## config.mk

```make
export PLATFORM = sky130hd
export DESIGN_NAME = hlec_event_ctrl
export DESIGN_NICKNAME = d
export VERILOG_FILES = /design/src/pkg/hlec_pkg.sv /design/src/hlec_event_ctrl.sv
export SDC_FILE = /design/constraint.sdc
export NUM_CORES = 2
export LEC_CHECK = 0
export BUFFER_PORTS_ARGS = -buffer_cell sky130_fd_sc_hd__buf_4
export CAP_MARGIN = 15
export CORE_AREA = 10 10 375 232
export CTS_CLUSTER_SIZE = 8
export DETAILED_ROUTE_END_ITERATION = 10
export DIE_AREA = 0 0 385 242
export GPL_TIMING_DRIVEN = 0
export PLACE_DENSITY_LB_ADDON = 0.05
export SETUP_SLACK_MARGIN = 0.5
export SYNTH_ARGS = -nofsm -noshare
export SYNTH_HDL_FRONTEND = slang
export SYNTH_SLANG_ARGS = --single-unit
```

## constraint.sdc

```tcl
create_clock -name ref_clk_in -period 8.3 [get_ports ref_clk_in]
set_input_delay 0.415 -clock ref_clk_in [delete_from_list [all_inputs] [get_ports ref_clk_in]]
set_output_delay 0.415 -clock ref_clk_in [all_outputs]
set_load 0.05 [all_outputs]
```

## src/pkg/hlec_pkg.sv

```systemverilog
// package: register map, command codes, status bit positions and reset values
package hlec_pkg;
  localparam int HLEC_POOL_BYTES = 32;
  localparam logic [5:0] HLEC_POOL_BYTES_6 = 6'h20;
  localparam logic [7:0] HLEC_ADDR_RX_BUF = 8'h00;
  localparam logic [7:0] HLEC_ADDR_TX_BUF = 8'h01;
  localparam logic [7:0] HLEC_ADDR_MAIN_STATUS = 8'h20;
  localparam logic [7:0] HLEC_ADDR_COMMAND = 8'h21;
  localparam logic [7:0] HLEC_ADDR_EXT_STATUS = 8'h24;
  localparam logic [7:0] HLEC_ADDR_RX_COUNT = 8'h25;
  localparam logic [7:0] HLEC_ADDR_MODE = 8'h22;
  localparam logic [7:0] HLEC_ADDR_MASK = 8'h23;
  localparam logic [7:0] HLEC_ADDR_EXT_MASK = 8'h26;
  localparam logic [7:0] HLEC_ADDR_TX_STATE = 8'h27;
  // command register bits
  localparam int HLEC_CMD_RMC = 7;
  localparam int HLEC_CMD_RECEIVER_RESET = 6;
  localparam int HLEC_CMD_RNR = 5;
  localparam int HLEC_CMD_STI = 4;
  localparam int HLEC_CMD_XTF = 3;
  localparam int HLEC_CMD_XIF = 2;
  localparam int HLEC_CMD_XME = 1;
  localparam int HLEC_CMD_TRANSMITTER_RESET = 0;
  // main status bits
  localparam int HLEC_MS_RPF = 7;
  localparam int HLEC_MS_RME = 6;
  localparam int HLEC_MS_XPR = 4;
  localparam int HLEC_MS_RSC = 5;
  localparam int HLEC_MS_TIN = 3;
  // extended status bits
  localparam int HLEC_ES_XMR = 7;
  localparam int HLEC_ES_XDU = 6;
  localparam int HLEC_ES_PCE = 5;
  localparam int HLEC_ES_RFO = 4;
  localparam logic [7:0] HLEC_STATUS_RST = 8'h00;
  localparam logic [7:0] HLEC_MASK_RST = 8'hFF;
  localparam logic [7:0] HLEC_ABORT_ONES = 8'h07;
  localparam logic [7:0] HLEC_UNMAPPED = 8'h00;
  typedef enum logic [1:0] {HLEC_TX_IDLE, HLEC_TX_SEND, HLEC_TX_WAIT_ACK, HLEC_TX_ABORT} hlec_tx_t;
endpackage : hlec_pkg

```

## src/hlec_event_ctrl.sv

```systemverilog
// layer-2 hdlc event and command logic with two-pool receive and transmit buffers
//
// Behaviour
// - receive and transmit buffers each hold two 32-byte pools under fifo control
// - a filled pool of an unfinished frame sets receive_pool_full in main status
// - frame end sets receive_message_end; count in bits 4-0 of byte count register
// - bytes arriving with no free pool are dropped; the frame end then sets receive_frame_overflow
// - auto mode protocol errors set protocol_error in extended status
// - transmit_pool_ready is set when more octets may be written
// - auto mode i-frame-close raises pool ready only after peer s-frame ack
// - transmission error, or auto mode peer reject while a close waits for ack, sets transmit_message_repeat
// - buffer empty before message end aborts frame, sets transmit_data_underrun
// - auto mode rr or rnr status change sets receive_status_change
// - timer flag on external expiry, or in auto mode t200 plus n200 expiry
// - command codes: 80 ack, 40 rx reset, 20 rnr, 10 timer, 08, 04, 02, 01
// - pool-full or end events wait while a previous one is unacknowledged
// - transmitter reset clears buffer and aborts frame with seven ones
`timescale 1ns/100ps
module hlec_event_ctrl
  import hlec_pkg::*;
(
  input wire logic ref_clk_in,
  input wire logic rst_in,
  input wire logic [7:0] addr_in,
  input wire logic [7:0] wdata_in,
  input wire logic wr_in,
  input wire logic rd_in,
  output logic [7:0] rdata_out,
  output logic irq_out,
  // receive side from the serial deframer
  input wire logic rx_byte_valid_in,
  input wire logic [7:0] rx_byte_in,
  input wire logic rx_frame_end_in,
  input wire logic rx_protocol_err_in,
  input wire logic rx_status_change_in,
  input wire logic rx_peer_ack_in,
  input wire logic rx_peer_reject_in,
  input wire logic tx_line_err_in,
  input wire logic ext_timer_expired_in,
  input wire logic t200_n200_expired_in,
  // transmit side towards the serial framer
  input wire logic tx_byte_ready_in,
  output logic tx_byte_valid_out,
  output logic [7:0] tx_byte_out,
  output logic tx_frame_end_out,
  output logic tx_abort_out,
  output logic rx_not_ready_out,
  output logic timer_start_out
);
  logic [7:0] rx_mem [0:2*HLEC_POOL_BYTES-1];
  logic [7:0] tx_mem [0:2*HLEC_POOL_BYTES-1];
  logic [6:0] rx_wcnt_r, rx_rcnt_r, rx_avail_r;
  logic [5:0] rx_rptr_r, rx_wptr_r;
  logic [6:0] tx_cnt_r;
  logic [5:0] tx_wptr_r, tx_rptr_r;
  logic [6:0] tx_rel_r;
  logic [7:0] main_r, ext_r, mask_r, ext_mask_r, mode_r, count_r;
  logic pend_evt_r, pend_end_r, wait_ack_r, pend_valid_r;
  logic [4:0] pend_cnt_r;
  logic xme_r, auto_close_r, cmd_rx_ack, rx_full, rx_pool_done;
  hlec_tx_t tx_state_r;
  logic [2:0] abort_cnt_r;
  logic auto_mode;
  // remembers that bytes of the current frame were lost, so its end reports overflow
  logic rx_drop_r;
  logic [7:0] cmd;

  assign auto_mode = mode_r[0];
  assign cmd = (wr_in && addr_in == HLEC_ADDR_COMMAND) ? wdata_in : 8'h00;
  assign cmd_rx_ack = cmd[HLEC_CMD_RMC];
  // full counts the pool being written plus blocks the host has not released yet
  assign rx_full = (rx_wcnt_r + rx_avail_r) >= 7'(2 * HLEC_POOL_BYTES);

  function automatic logic [5:0] hlec_inc(input logic [5:0] p);
    hlec_inc = p + 6'h01;
  endfunction : hlec_inc

  // receive buffer write side: a pool completes after 32 bytes or at frame end
  assign rx_pool_done = rx_byte_valid_in && !rx_full && rx_wcnt_r[4:0] == 5'h1F;

  always_ff @(posedge ref_clk_in) begin
    if (rst_in || cmd[HLEC_CMD_RECEIVER_RESET]) begin
      rx_wptr_r <= 6'h00;
      rx_wcnt_r <= 7'h00;
      rx_drop_r <= 1'b0;
    end else begin
      if (rx_byte_valid_in && rx_full)
        rx_drop_r <= 1'b1;
      if (rx_byte_valid_in && !rx_full) begin
        rx_mem[rx_wptr_r] <= rx_byte_in;
        rx_wptr_r <= hlec_inc(rx_wptr_r);
        rx_wcnt_r <= rx_pool_done ? 7'h00 : rx_wcnt_r + 7'h01;
      end
      // the frame end closes the drop window, the next frame starts clean
      if (rx_frame_end_in) begin
        rx_wcnt_r <= 7'h00;
        rx_drop_r <= 1'b0;
      end
    end
  end

  // handed-over blocks: pend holds one event that waits for the previous ack
  always_ff @(posedge ref_clk_in) begin
    if (rst_in || cmd[HLEC_CMD_RECEIVER_RESET]) begin
      rx_avail_r <= 7'h00;
      rx_rptr_r <= 6'h00;
      rx_rcnt_r <= 7'h00;
      wait_ack_r <= 1'b0;
      pend_valid_r <= 1'b0;
      pend_end_r <= 1'b0;
      pend_cnt_r <= 5'h00;
      count_r <= 8'h00;
    end else begin
      if (rd_in && addr_in == HLEC_ADDR_RX_BUF && rx_avail_r != 7'h00)
        rx_rptr_r <= hlec_inc(rx_rptr_r);
      if (cmd_rx_ack && wait_ack_r) begin
        wait_ack_r <= pend_valid_r;
        pend_valid_r <= 1'b0;
        rx_avail_r <= rx_avail_r - rx_rcnt_r;
        rx_rcnt_r <= pend_end_r ? {2'b00, pend_cnt_r} : 7'(HLEC_POOL_BYTES);
        if (pend_valid_r && pend_end_r)
          count_r <= {3'b000, pend_cnt_r};
      end
      if (rx_pool_done || (rx_frame_end_in && rx_wcnt_r != 7'h00)) begin
        if (!wait_ack_r || (cmd_rx_ack && !pend_valid_r)) begin
          // nothing outstanding after this edge: the event is handed over at once
          wait_ack_r <= 1'b1;
          pend_valid_r <= 1'b0;
          rx_rcnt_r <= rx_frame_end_in && !rx_pool_done ? rx_wcnt_r : 7'(HLEC_POOL_BYTES);
          if (rx_frame_end_in)
            count_r <= {3'b000, rx_wcnt_r[4:0]};
        end else if (!pend_valid_r || cmd_rx_ack) begin
          // parked until the host acknowledges the block it is reading
          pend_valid_r <= 1'b1;
          pend_end_r <= rx_frame_end_in;
          pend_cnt_r <= rx_pool_done ? 5'h00 : rx_wcnt_r[4:0];
        end
        rx_avail_r <= rx_avail_r + (rx_pool_done ? 7'(HLEC_POOL_BYTES) : rx_wcnt_r)
          - ((cmd_rx_ack && wait_ack_r) ? rx_rcnt_r : 7'h00);
      end
    end
  end

  // transmit buffer: host writes, framer drains, sub-blocks released by commands
  always_ff @(posedge ref_clk_in) begin
    if (rst_in || cmd[HLEC_CMD_TRANSMITTER_RESET]) begin
      tx_wptr_r <= 6'h00;
      tx_rptr_r <= 6'h00;
      tx_cnt_r <= 7'h00;
      tx_rel_r <= 7'h00;
    end else begin
      if (wr_in && addr_in == HLEC_ADDR_TX_BUF && tx_cnt_r < 7'(2 * HLEC_POOL_BYTES)) begin
        tx_mem[tx_wptr_r] <= wdata_in;
        tx_wptr_r <= hlec_inc(tx_wptr_r);
      end
      tx_cnt_r <= tx_cnt_r
        + 7'(wr_in && addr_in == HLEC_ADDR_TX_BUF && tx_cnt_r < 7'(2 * HLEC_POOL_BYTES))
        - 7'(tx_byte_valid_out && tx_byte_ready_in);
      if (tx_byte_valid_out && tx_byte_ready_in)
        tx_rptr_r <= hlec_inc(tx_rptr_r);
      if (cmd[HLEC_CMD_XTF] || cmd[HLEC_CMD_XIF])
        tx_rel_r <= tx_cnt_r - 7'(tx_byte_valid_out && tx_byte_ready_in);
      else if (tx_byte_valid_out && tx_byte_ready_in)
        tx_rel_r <= tx_rel_r - 7'h01;
      else if (tx_state_r == HLEC_TX_ABORT)
        tx_rel_r <= 7'h00;
    end
  end

  // transmit sequencing
  always_ff @(posedge ref_clk_in) begin
    if (rst_in) begin
      tx_state_r <= HLEC_TX_IDLE;
      xme_r <= 1'b0;
      auto_close_r <= 1'b0;
      abort_cnt_r <= 3'h0;
    end else if (cmd[HLEC_CMD_TRANSMITTER_RESET]) begin
      tx_state_r <= tx_state_r == HLEC_TX_SEND ? HLEC_TX_ABORT : HLEC_TX_IDLE;
      abort_cnt_r <= 3'h0;
      xme_r <= 1'b0;
    end else begin
      case (tx_state_r)
        HLEC_TX_IDLE: begin
          if (cmd[HLEC_CMD_XTF] || cmd[HLEC_CMD_XIF]) begin
            tx_state_r <= HLEC_TX_SEND;
            xme_r <= cmd[HLEC_CMD_XME];
            auto_close_r <= cmd[HLEC_CMD_XIF] && cmd[HLEC_CMD_XME] && auto_mode;
          end
        end
        HLEC_TX_SEND: begin
          if (cmd[HLEC_CMD_XTF] || cmd[HLEC_CMD_XIF]) begin
            xme_r <= cmd[HLEC_CMD_XME];
            auto_close_r <= cmd[HLEC_CMD_XIF] && cmd[HLEC_CMD_XME] && auto_mode;
          end else if (tx_rel_r == 7'h00 && !tx_byte_valid_out) begin
            if (xme_r)
              tx_state_r <= auto_close_r ? HLEC_TX_WAIT_ACK : HLEC_TX_IDLE;
            else if (tx_cnt_r == 7'h00)
              tx_state_r <= HLEC_TX_ABORT;
          end
          abort_cnt_r <= 3'h0;
        end
        HLEC_TX_WAIT_ACK: begin
          if (rx_peer_ack_in || rx_peer_reject_in)
            tx_state_r <= HLEC_TX_IDLE;
        end
        default: begin
          abort_cnt_r <= abort_cnt_r + 3'h1;
          if (abort_cnt_r == 3'(HLEC_ABORT_ONES - 8'h01))
            tx_state_r <= HLEC_TX_IDLE;
        end
      endcase
    end
  end

  always_ff @(posedge ref_clk_in) begin
    if (rst_in) begin
      tx_byte_valid_out <= 1'b0;
      tx_byte_out <= 8'h00;
      tx_frame_end_out <= 1'b0;
      tx_abort_out <= 1'b0;
    end else begin
      tx_frame_end_out <= tx_state_r == HLEC_TX_SEND && xme_r && tx_rel_r == 7'h00
        && !tx_byte_valid_out && !cmd[HLEC_CMD_XTF] && !cmd[HLEC_CMD_XIF];
      tx_abort_out <= tx_state_r == HLEC_TX_ABORT; // seven ones, one per cycle
      // a reset must not leave a stale byte offered while the framer stalls
      if (cmd[HLEC_CMD_TRANSMITTER_RESET]) begin
        tx_byte_valid_out <= 1'b0;
      end else if (tx_byte_valid_out && !tx_byte_ready_in) begin
        tx_byte_valid_out <= 1'b1;
      end else if (tx_state_r == HLEC_TX_SEND && !cmd[HLEC_CMD_TRANSMITTER_RESET]
                   && tx_rel_r > 7'(tx_byte_valid_out)) begin
        tx_byte_valid_out <= 1'b1;
        tx_byte_out <= tx_mem[hlec_inc(tx_rptr_r) - 6'(!tx_byte_valid_out)];
      end else begin
        tx_byte_valid_out <= 1'b0;
      end
    end
  end

  // status flags: hardware set wins over the clear done by reading the register
  always_ff @(posedge ref_clk_in) begin
    if (rst_in) begin
      main_r <= HLEC_STATUS_RST;
      ext_r <= HLEC_STATUS_RST;
    end else begin
      if (rd_in && addr_in == HLEC_ADDR_MAIN_STATUS)
        main_r <= 8'h00;
      if (rd_in && addr_in == HLEC_ADDR_EXT_STATUS)
        ext_r <= 8'h00;
      if ((rx_pool_done && !rx_frame_end_in && (!wait_ack_r || cmd_rx_ack))
          || (cmd_rx_ack && pend_valid_r && !pend_end_r))
        main_r[HLEC_MS_RPF] <= 1'b1;
      if ((rx_frame_end_in && (rx_wcnt_r != 7'h00 || rx_pool_done) && (!wait_ack_r || cmd_rx_ack))
          || (cmd_rx_ack && pend_valid_r && pend_end_r))
        main_r[HLEC_MS_RME] <= 1'b1;
      if (rx_frame_end_in && (rx_drop_r || (rx_byte_valid_in && rx_full)))
        ext_r[HLEC_ES_RFO] <= 1'b1;
      if (auto_mode && rx_protocol_err_in)
        ext_r[HLEC_ES_PCE] <= 1'b1;
      if ((tx_state_r == HLEC_TX_SEND && tx_rel_r == 7'h00 && !tx_byte_valid_out && !xme_r
           && tx_cnt_r != 7'h00 && cmd == 8'h00)
          || (tx_state_r == HLEC_TX_SEND && xme_r && !auto_close_r && tx_rel_r == 7'h00
           && !tx_byte_valid_out && cmd == 8'h00)
          || (tx_state_r == HLEC_TX_WAIT_ACK && rx_peer_ack_in))
        main_r[HLEC_MS_XPR] <= 1'b1;
      if (tx_line_err_in || (auto_mode && tx_state_r == HLEC_TX_WAIT_ACK && rx_peer_reject_in))
        ext_r[HLEC_ES_XMR] <= 1'b1;
      if (tx_state_r == HLEC_TX_SEND && !xme_r && tx_cnt_r == 7'h00 && tx_rel_r == 7'h00
          && !tx_byte_valid_out && cmd == 8'h00)
        ext_r[HLEC_ES_XDU] <= 1'b1;
      if (auto_mode && rx_status_change_in)
        main_r[HLEC_MS_RSC] <= 1'b1;
      if (ext_timer_expired_in || (auto_mode && t200_n200_expired_in))
        main_r[HLEC_MS_TIN] <= 1'b1;
    end
  end

  // control registers and command side effects
  always_ff @(posedge ref_clk_in) begin
    if (rst_in) begin
      mode_r <= 8'h00;
      mask_r <= HLEC_MASK_RST;
      ext_mask_r <= HLEC_MASK_RST;
      rx_not_ready_out <= 1'b0;
      timer_start_out <= 1'b0;
    end else begin
      if (wr_in && addr_in == HLEC_ADDR_MODE)
        mode_r <= wdata_in;
      else if (wr_in && addr_in == HLEC_ADDR_MASK)
        mask_r <= wdata_in;
      else if (wr_in && addr_in == HLEC_ADDR_EXT_MASK)
        ext_mask_r <= wdata_in;
      if (cmd[HLEC_CMD_RNR])
        rx_not_ready_out <= 1'b1;
      else if (cmd[HLEC_CMD_RECEIVER_RESET])
        rx_not_ready_out <= 1'b0;
      timer_start_out <= cmd[HLEC_CMD_STI];
    end
  end

  // register read port, data one cycle after the strobe
  always_ff @(posedge ref_clk_in) begin
    if (rst_in) begin
      rdata_out <= 8'h00;
      irq_out <= 1'b0;
    end else begin
      // irq lags the flags by one cycle so that it comes straight from a flop
      irq_out <= |(main_r & ~mask_r) || |(ext_r & ~ext_mask_r);
      if (rd_in) begin
        if (addr_in == HLEC_ADDR_RX_BUF)
          rdata_out <= rx_avail_r != 7'h00 ? rx_mem[rx_rptr_r] : 8'h00;
        else if (addr_in == HLEC_ADDR_MAIN_STATUS)
          rdata_out <= main_r;
        else if (addr_in == HLEC_ADDR_EXT_STATUS)
          rdata_out <= ext_r;
        else if (addr_in == HLEC_ADDR_RX_COUNT)
          rdata_out <= count_r;
        else if (addr_in == HLEC_ADDR_MODE)
          rdata_out <= mode_r;
        else if (addr_in == HLEC_ADDR_MASK)
          rdata_out <= mask_r;
        else if (addr_in == HLEC_ADDR_EXT_MASK)
          rdata_out <= ext_mask_r;
        else if (addr_in == HLEC_ADDR_TX_STATE)
          rdata_out <= {tx_cnt_r, tx_state_r == HLEC_TX_IDLE};
        else
          rdata_out <= HLEC_UNMAPPED;
      end else begin
        rdata_out <= 8'h00;
      end
    end
  end
endmodule : hlec_event_ctrl

```

Word level (Yosys, flattened, before mapping)
Memory sizes are Yosys's and may differ from the RTL's. A register that Yosys moved wholly into a read port is not among the register bits.
Cells that the tools add are included.
{"block": "op_classes", "addsub": 15, "magnitude_cmp": 3, "eq_ne": 19, "mux": 71, "bitwise": 10, "reduce_logical": 123}
{"op": "8-bit 2-to-1 mux", "count": 17}
{"op": "7-bit 2-to-1 mux", "count": 12}
{"op": "8-bit by 6-bit == test with 1-bit output, second input constant", "count": 8}
{"op": "1-bit logical AND", "count": 58}
{"op": "1-bit 2-to-1 mux", "count": 26}
{"op": "6-bit by 1-bit adder with 6-bit output, second input constant", "count": 4}
{"op": "2-bit nonzero test", "count": 11}
{"op": "7-bit nonzero test", "count": 3}
{"op": "2-bit 2-to-1 mux", "count": 10}
{"op": "6-bit 2-to-1 mux", "count": 3}
{"op": "1-bit logical OR", "count": 17}
{"op": "8-bit bitwise AND", "count": 2}
{"op": "8-bit logical NOT", "count": 2}
{"op": "8-bit NOT", "count": 2}
{"op": "8-bit OR reduction", "count": 2}
{"op": "7-bit adder", "count": 2}
{"op": "7-bit logical NOT", "count": 2}
{"op": "7-bit by 1-bit subtractor with 7-bit output", "count": 2}
{"op": "7-bit subtractor", "count": 2}
{"op": "1-bit logical NOT", "count": 13}
{"op": "3-bit AND reduction", "count": 4}
{"op": "2-bit OR reduction", "count": 5}
{"op": "3-bit != test, second input constant", "count": 3}
{"op": "8-bit by 1-bit == test with 1-bit output, second input constant", "count": 1}
{"op": "other kinds (23)", "count": 30}
{"block": "word_totals", "register_bits": 130, "mem_bits_rw": 1024, "elab_cells": 281, "mem_count": 2}
{"memory": "rx_mem", "depth": 64, "width": 8, "read_ports": 1, "rd_ports_with_merged_regs": 1, "wr": 1, "line": "hlec_event_ctrl.sv:50", "source": "logic [7:0] rx_mem [0:2*HLEC_POOL_BYTES-1];"}
{"memory": "tx_mem", "depth": 64, "width": 8, "read_ports": 1, "rd_ports_with_merged_regs": 1, "wr": 1, "line": "hlec_event_ctrl.sv:51", "source": "logic [7:0] tx_mem [0:2*HLEC_POOL_BYTES-1];"}

Logic depth before layout (Yosys ltp)
{"block": "depth", "ltp_word": 10, "mapped_depth": 19, "ltp_nobuf": 19}

Least setup slack after synthesis
OpenSTA, ideal clock, no wires.
{"block": "synth_path", "path_type": "reg-to-reg", "startpoint": "register rx_wcnt_r[0]", "endpoint": "register rx_avail_r[6]", "setup_time_ns": 0.131, "arrival_time_ns": 3.958, "path_slack_ns": 4.211, "path_stages_with_launch": 19, "path_cell_list": "dfxtp_1 > ha_1 > fa_1 > a21o_1 > a21oi_1 > o21a_1 > o21a_1 > clkbuf_1 > nand2_1 > fa_1 > inv_1 > fa_1 > a21o_1 > a21oi_1 > o21bai_1 > a21oi_1 > xnor2_1 > mux2i_1 > o31ai_1"}
{"block": "synth_between", "elab_chain_cells": 9, "elab_cells_between_ends": 14}
{"item": "start, declared", "line": "hlec_event_ctrl.sv:52", "source": "logic [6:0] rx_wcnt_r, rx_rcnt_r, rx_avail_r;"}
{"item": "start signal, assigned", "line": "hlec_event_ctrl.sv:92", "source": "rx_wcnt_r <= rx_pool_done ? 7'h00 : rx_wcnt_r + 7'h01;"}
{"item": "7-bit adder", "line": "hlec_event_ctrl.sv:72", "source": "assign rx_full = (rx_wcnt_r + rx_avail_r) >= 7'(2 * HLEC_POOL_BYTES);"}
{"item": "7-bit >= comparator", "line": "hlec_event_ctrl.sv:72"}
{"item": "1-bit logical NOT", "line": "hlec_event_ctrl.sv:79", "source": "assign rx_pool_done = rx_byte_valid_in && !rx_full && rx_wcnt_r[4:0] == 5'h1F;"}
{"item": "1-bit logical AND (2 in series)", "line": "hlec_event_ctrl.sv:79"}
{"item": "7-bit 2-to-1 mux", "line": "hlec_event_ctrl.sv:138", "source": "rx_avail_r <= rx_avail_r + (rx_pool_done ? 7'(HLEC_POOL_BYTES) : rx_wcnt_r)"}
{"item": "7-bit adder", "line": "hlec_event_ctrl.sv:138"}
{"item": "7-bit subtractor", "line": "hlec_event_ctrl.sv:139", "source": "- ((cmd_rx_ack && wait_ack_r) ? rx_rcnt_r : 7'h00);"}
{"item": "7-bit 2-to-1 mux", "line": "hlec_event_ctrl.sv:124", "source": "if (rx_pool_done || (rx_frame_end_in && rx_wcnt_r != 7'h00)) begin"}
{"item": "end signal, assigned", "line": "hlec_event_ctrl.sv:119", "source": "rx_avail_r <= rx_avail_r - rx_rcnt_r;"}
{"item": "end signal, assigned", "line": "hlec_event_ctrl.sv:138"}
{"item": "end, declared", "line": "hlec_event_ctrl.sv:52"}
Several ways; a longest one is shown, not always the timed one.
A chain may end at the register's enable or synchronous reset.

Final worst setup path
{"block": "layout_path", "startpoint": "register tx_byte_valid_out", "endpoint": "register tx_byte_out[4], read port of tx_mem"}
{"block": "layout_between", "elab_chain_cells": 3, "elab_cells_between_ends": 7}
{"item": "start, declared", "line": "hlec_event_ctrl.sv:43", "source": "output logic tx_byte_valid_out,"}
{"item": "start signal, assigned", "line": "hlec_event_ctrl.sv:217", "source": "tx_byte_valid_out <= 1'b0;"}
{"item": "start signal, assigned", "line": "hlec_event_ctrl.sv:227", "source": "tx_byte_valid_out <= 1'b0;"}
{"item": "start signal, assigned", "line": "hlec_event_ctrl.sv:229", "source": "tx_byte_valid_out <= 1'b1;"}
{"item": "7-bit by 1-bit > comparator with 1-bit output or 1-bit logical AND (tied branches)", "line": "hlec_event_ctrl.sv:231, hlec_event_ctrl.sv:228"}
{"item": "1-bit logical AND or 1-bit NOT (tied branches)"}
{"item": "3-bit AND reduction (no source line)"}
{"item": "end, declared", "line": "hlec_event_ctrl.sv:44", "source": "output logic [7:0] tx_byte_out,"}
Several ways; a longest one is shown, not always the timed one.

==> flow_summary.toml <==
[run_status]
outcome = "finished clean"

[clocking]
cts_buffers = 164
cts_hold_buf = 8
cts_tree = "yes"
clkLatencyLatePin_ns = 0.77
clock_path_buffers = 3
cts_resized = 0
cts.sinks = 1168
cts_root_buf = "clkbuf_16"
htreeDepth = 4
clk_pin_slew_worst_paths_ns = 0.05
postCtsSetupRepairBufs = 0

[timing]
hold_ws_ns = 0.193
fin_skew_ns = 0.0285
slew_headroom = 0.170
worst-slew-pin-transition_ns = 1.24
setup_violations = 0
report.final.slew_viol_count = 0
tns_ns = 0
finalHoldViolCount = 0
rsz0062_at_grt = "no"
period_share = 0.607
timing.fmax_mhz = 199
period_minus_slack_ns = 5.04

[yosys]
synth_edf_count = 1024
seq_area_frac_synth = 0.705
syn-num-nets = 2826
synth_cells = 2734
syn_area_um2 = 47700
synth-seq-cells = 1168
synthArstFlopShare = 0
avgSynthCellArea_um2 = 17.4
ys_types = 71
ys_warn_count = 0
synthFlopType = "edfxtp_1"

[power]
design_power_total_mw = 12.8
irDropWorstVdd_v = 0.000194
p_leak_nw = 17.5
p_per_area_nw_per_um2 = 236

[final_layout]
fin_nets = 3067
regArea_um2 = 33600
layout-drive-gt1-share = 0.194
multiInputGateArea_um2 = 13200
syn_to_final_growth_pct = 13.8
fillCellCount = 5291

[run]
drv_cap = 0

[critical_path]
cp.required_ns = 8.97
arrival_ns = 5.71
cp-start-kind = "flip-flop"
cp-end-kind = "flip-flop"
crit_type = "reg -> reg"
crit_path_max_fanout = 10

[drt]
totalWireLength_um = 122000
drt_iter0_drc = 3562
dr_total_vias = 27259
drc_errors = 0
wire_per_inst_um = 29.6
avgViaCountPerCell = 6.60
first_pass_iters = 6
drtAntennaViolNets = 0

[floorplanning]
ios = 60
dieArea_um2 = 93200
die_w_um = 385
floorplan.rows = 81
die_h_um = 242
core_area_um2 = 80400
initial_utilization = 0.593

[global_route]
grt_pass1_wl_um = 180000
overflow = 0
grt_pass1_vias = 26774
grt_use_total = 0.263
antenna_found_initial = 2
grt_max_degree = 72

[placed_design]
hpwl_um = 81000
port_buffers = 58
gp_congestion = 0.964

[hold_path]
min_path_type = "in -> reg"
metal layers:
metal  routed length (um)  vias to the layer above  track usage  part of all wire
li1                     -                    11341            -                 -
met1                52900                    14093        0.408              0.43
met2                49000                     1653        0.333              0.40
met3                18200                      170        0.115              0.15
met4                 2250                        2       0.0717             0.018
met5                   13                        -            0           0.00011
cell usage in the layout, fill, tap and decap left out, drive strengths merged, types with 49 or more instances in the layout:
cell type / instances
dfxtp: 144
inv: 73
mux2i: 80
a21oi: 75
nand2: 122
mux4: 278
a211oi: 67
clkbuf: 328
edfxtp: 1024
buf: 121
nor2: 229
nand3: 49
worst paths after layout:
path | slack (ns) | from | cells past startpoint | endpoint
worst max-delay path | 3.26 | tx_byte_valid_out$_SDFF_PP0_ | 11 | tx_byte_out[4]$_SDFFE_PP0P_
worst max register to register | 3.26 | tx_byte_valid_out$_SDFF_PP0_ | 11 | tx_byte_out[4]$_SDFFE_PP0P_
worst min register to register | 0.48 | ext_mask_r[3]$_SDFFE_PP1P_ | 2 | ext_mask_r[3]$_SDFFE_PP1P_
worst min-delay path | 0.19 | rx_byte_in[3] | 1 | rx_mem[36][3]$_DFFE_PP_
where the power goes:
part	switching [mW]	internal [mW]	total (mW)
Sequential	0.0206	6.41	6.43
Clock	2.39	3.65	6.04
Combinational	0.224	0.0856	0.310
Total	2.63	10.2	12.8
cell families (layout without fill, tap and decap cells):
| logic type | Yosys count | count (layout) | share of synthesized area |
|---|---|---|---|
| compound gates | 308 | 308 | 0.0439 |
| xor+xnor | 52 | 52 | 0.00955 |
| fa+ha+maj | 54 | 54 | 0.0156 |
| buf+inv | 220 | 534 | 0.0180 |
| flops | 1168 | 1168 | 0.705 |
| mux | 382 | 382 | 0.154 |
| other cells | 0 | 1 | 0 |
| simple gates | 550 | 550 | 0.0540 |
stage by stage:
step | util | setup slack, ns | instance area (um2) | instances
2_1_floorplan | - | 4.21 | 47700 | 2734
4_1_cts | 0.675 | 3.52 | 54200 | 4124
6_report | 0.675 | 3.26 | 54300 | 4128
3_3_place_gp | 0.616 | 3.53 | 49500 | 3871
5_1_grt | 0.675 | 3.06 | 54300 | 4127
3_5_place_dp | 0.617 | 3.55 | 49600 | 3877
registers in the layout, summed over array words and instances, names as in the netlist, 8 cells and up, named ones only:
register and cells:
count_r 8, mask_r 8, rx_mem 512, mode_r 8, tx_mem 512, ext_mask_r 8, tx_byte_out 8, rdata_out 8
synth_stat cells (4+ instances only):
master	count	area (um2)
o31ai_1	4	30.0
a211oi_1	66	495
xnor2_1	34	298
o21a_1	6	45.0
nand2b_1	9	56.3
buf_2	27	135
or3_1	6	37.5
xor2_1	18	158
a32o_1	4	40.0
mux2_2	24	270
inv_1	65	244
a31oi_1	8	50.1
ha_1	45	563
o211ai_1	30	225
nor3_1	16	80.1
dfxtp_1	144	2880
o22ai_1	4	25.0
a21o_1	4	30.0
or3b_2	4	35.0
mux2i_1	80	801
nand3b_1	10	75.1
and4_1	4	35.0
nor2_1	229	860
edfxtp_1	1024	30700
nor2b_1	45	282
nor4_1	7	43.8
nand2_1	122	458
clkbuf_1	100	375
and2_1	9	56.3
mux4_2	278	6260
a21boi_0	5	37.5
nand3_1	49	245
buf_1	27	101
o311ai_0	5	43.8
o21ai_0	38	190
o21bai_1	17	128
o211a_1	5	50.1
a22oi_1	9	67.6
nand4_1	8	50.1
o221ai_1	6	52.6
a2111oi_0	4	35.0
fa_1	9	180
a21oi_1	75	375
and3_1	12	75.1
worst max-delay path, stage by stage, from the launching register on:
cell and delay (ns):
dfxtp_1 0.40, inv_1 0.11, ha_1 0.26, ha_1 0.30, clkbuf_1 0.57, clkbuf_1 0.77, clkbuf_1 0.75, mux4_2 0.36
mux2i_1 0.08, a211oi_1 0.99, o21bai_1 0.20, o211ai_1 0.12
cell type report:
class	count	share of cell area
Tap cell	1079	0.0249
Timing Repair Buffer	75	0.0120
Clock inverter	11	0.00249
Inverter	66	0.00457
Multi-Input combinational cell	1346	0.243
Clock buffer	228	0.0816
Buffer	154	0.0113
Antenna cell	1	0.0000461
Sequential cell	1168	0.620
(Power assumes the default switching activity.)
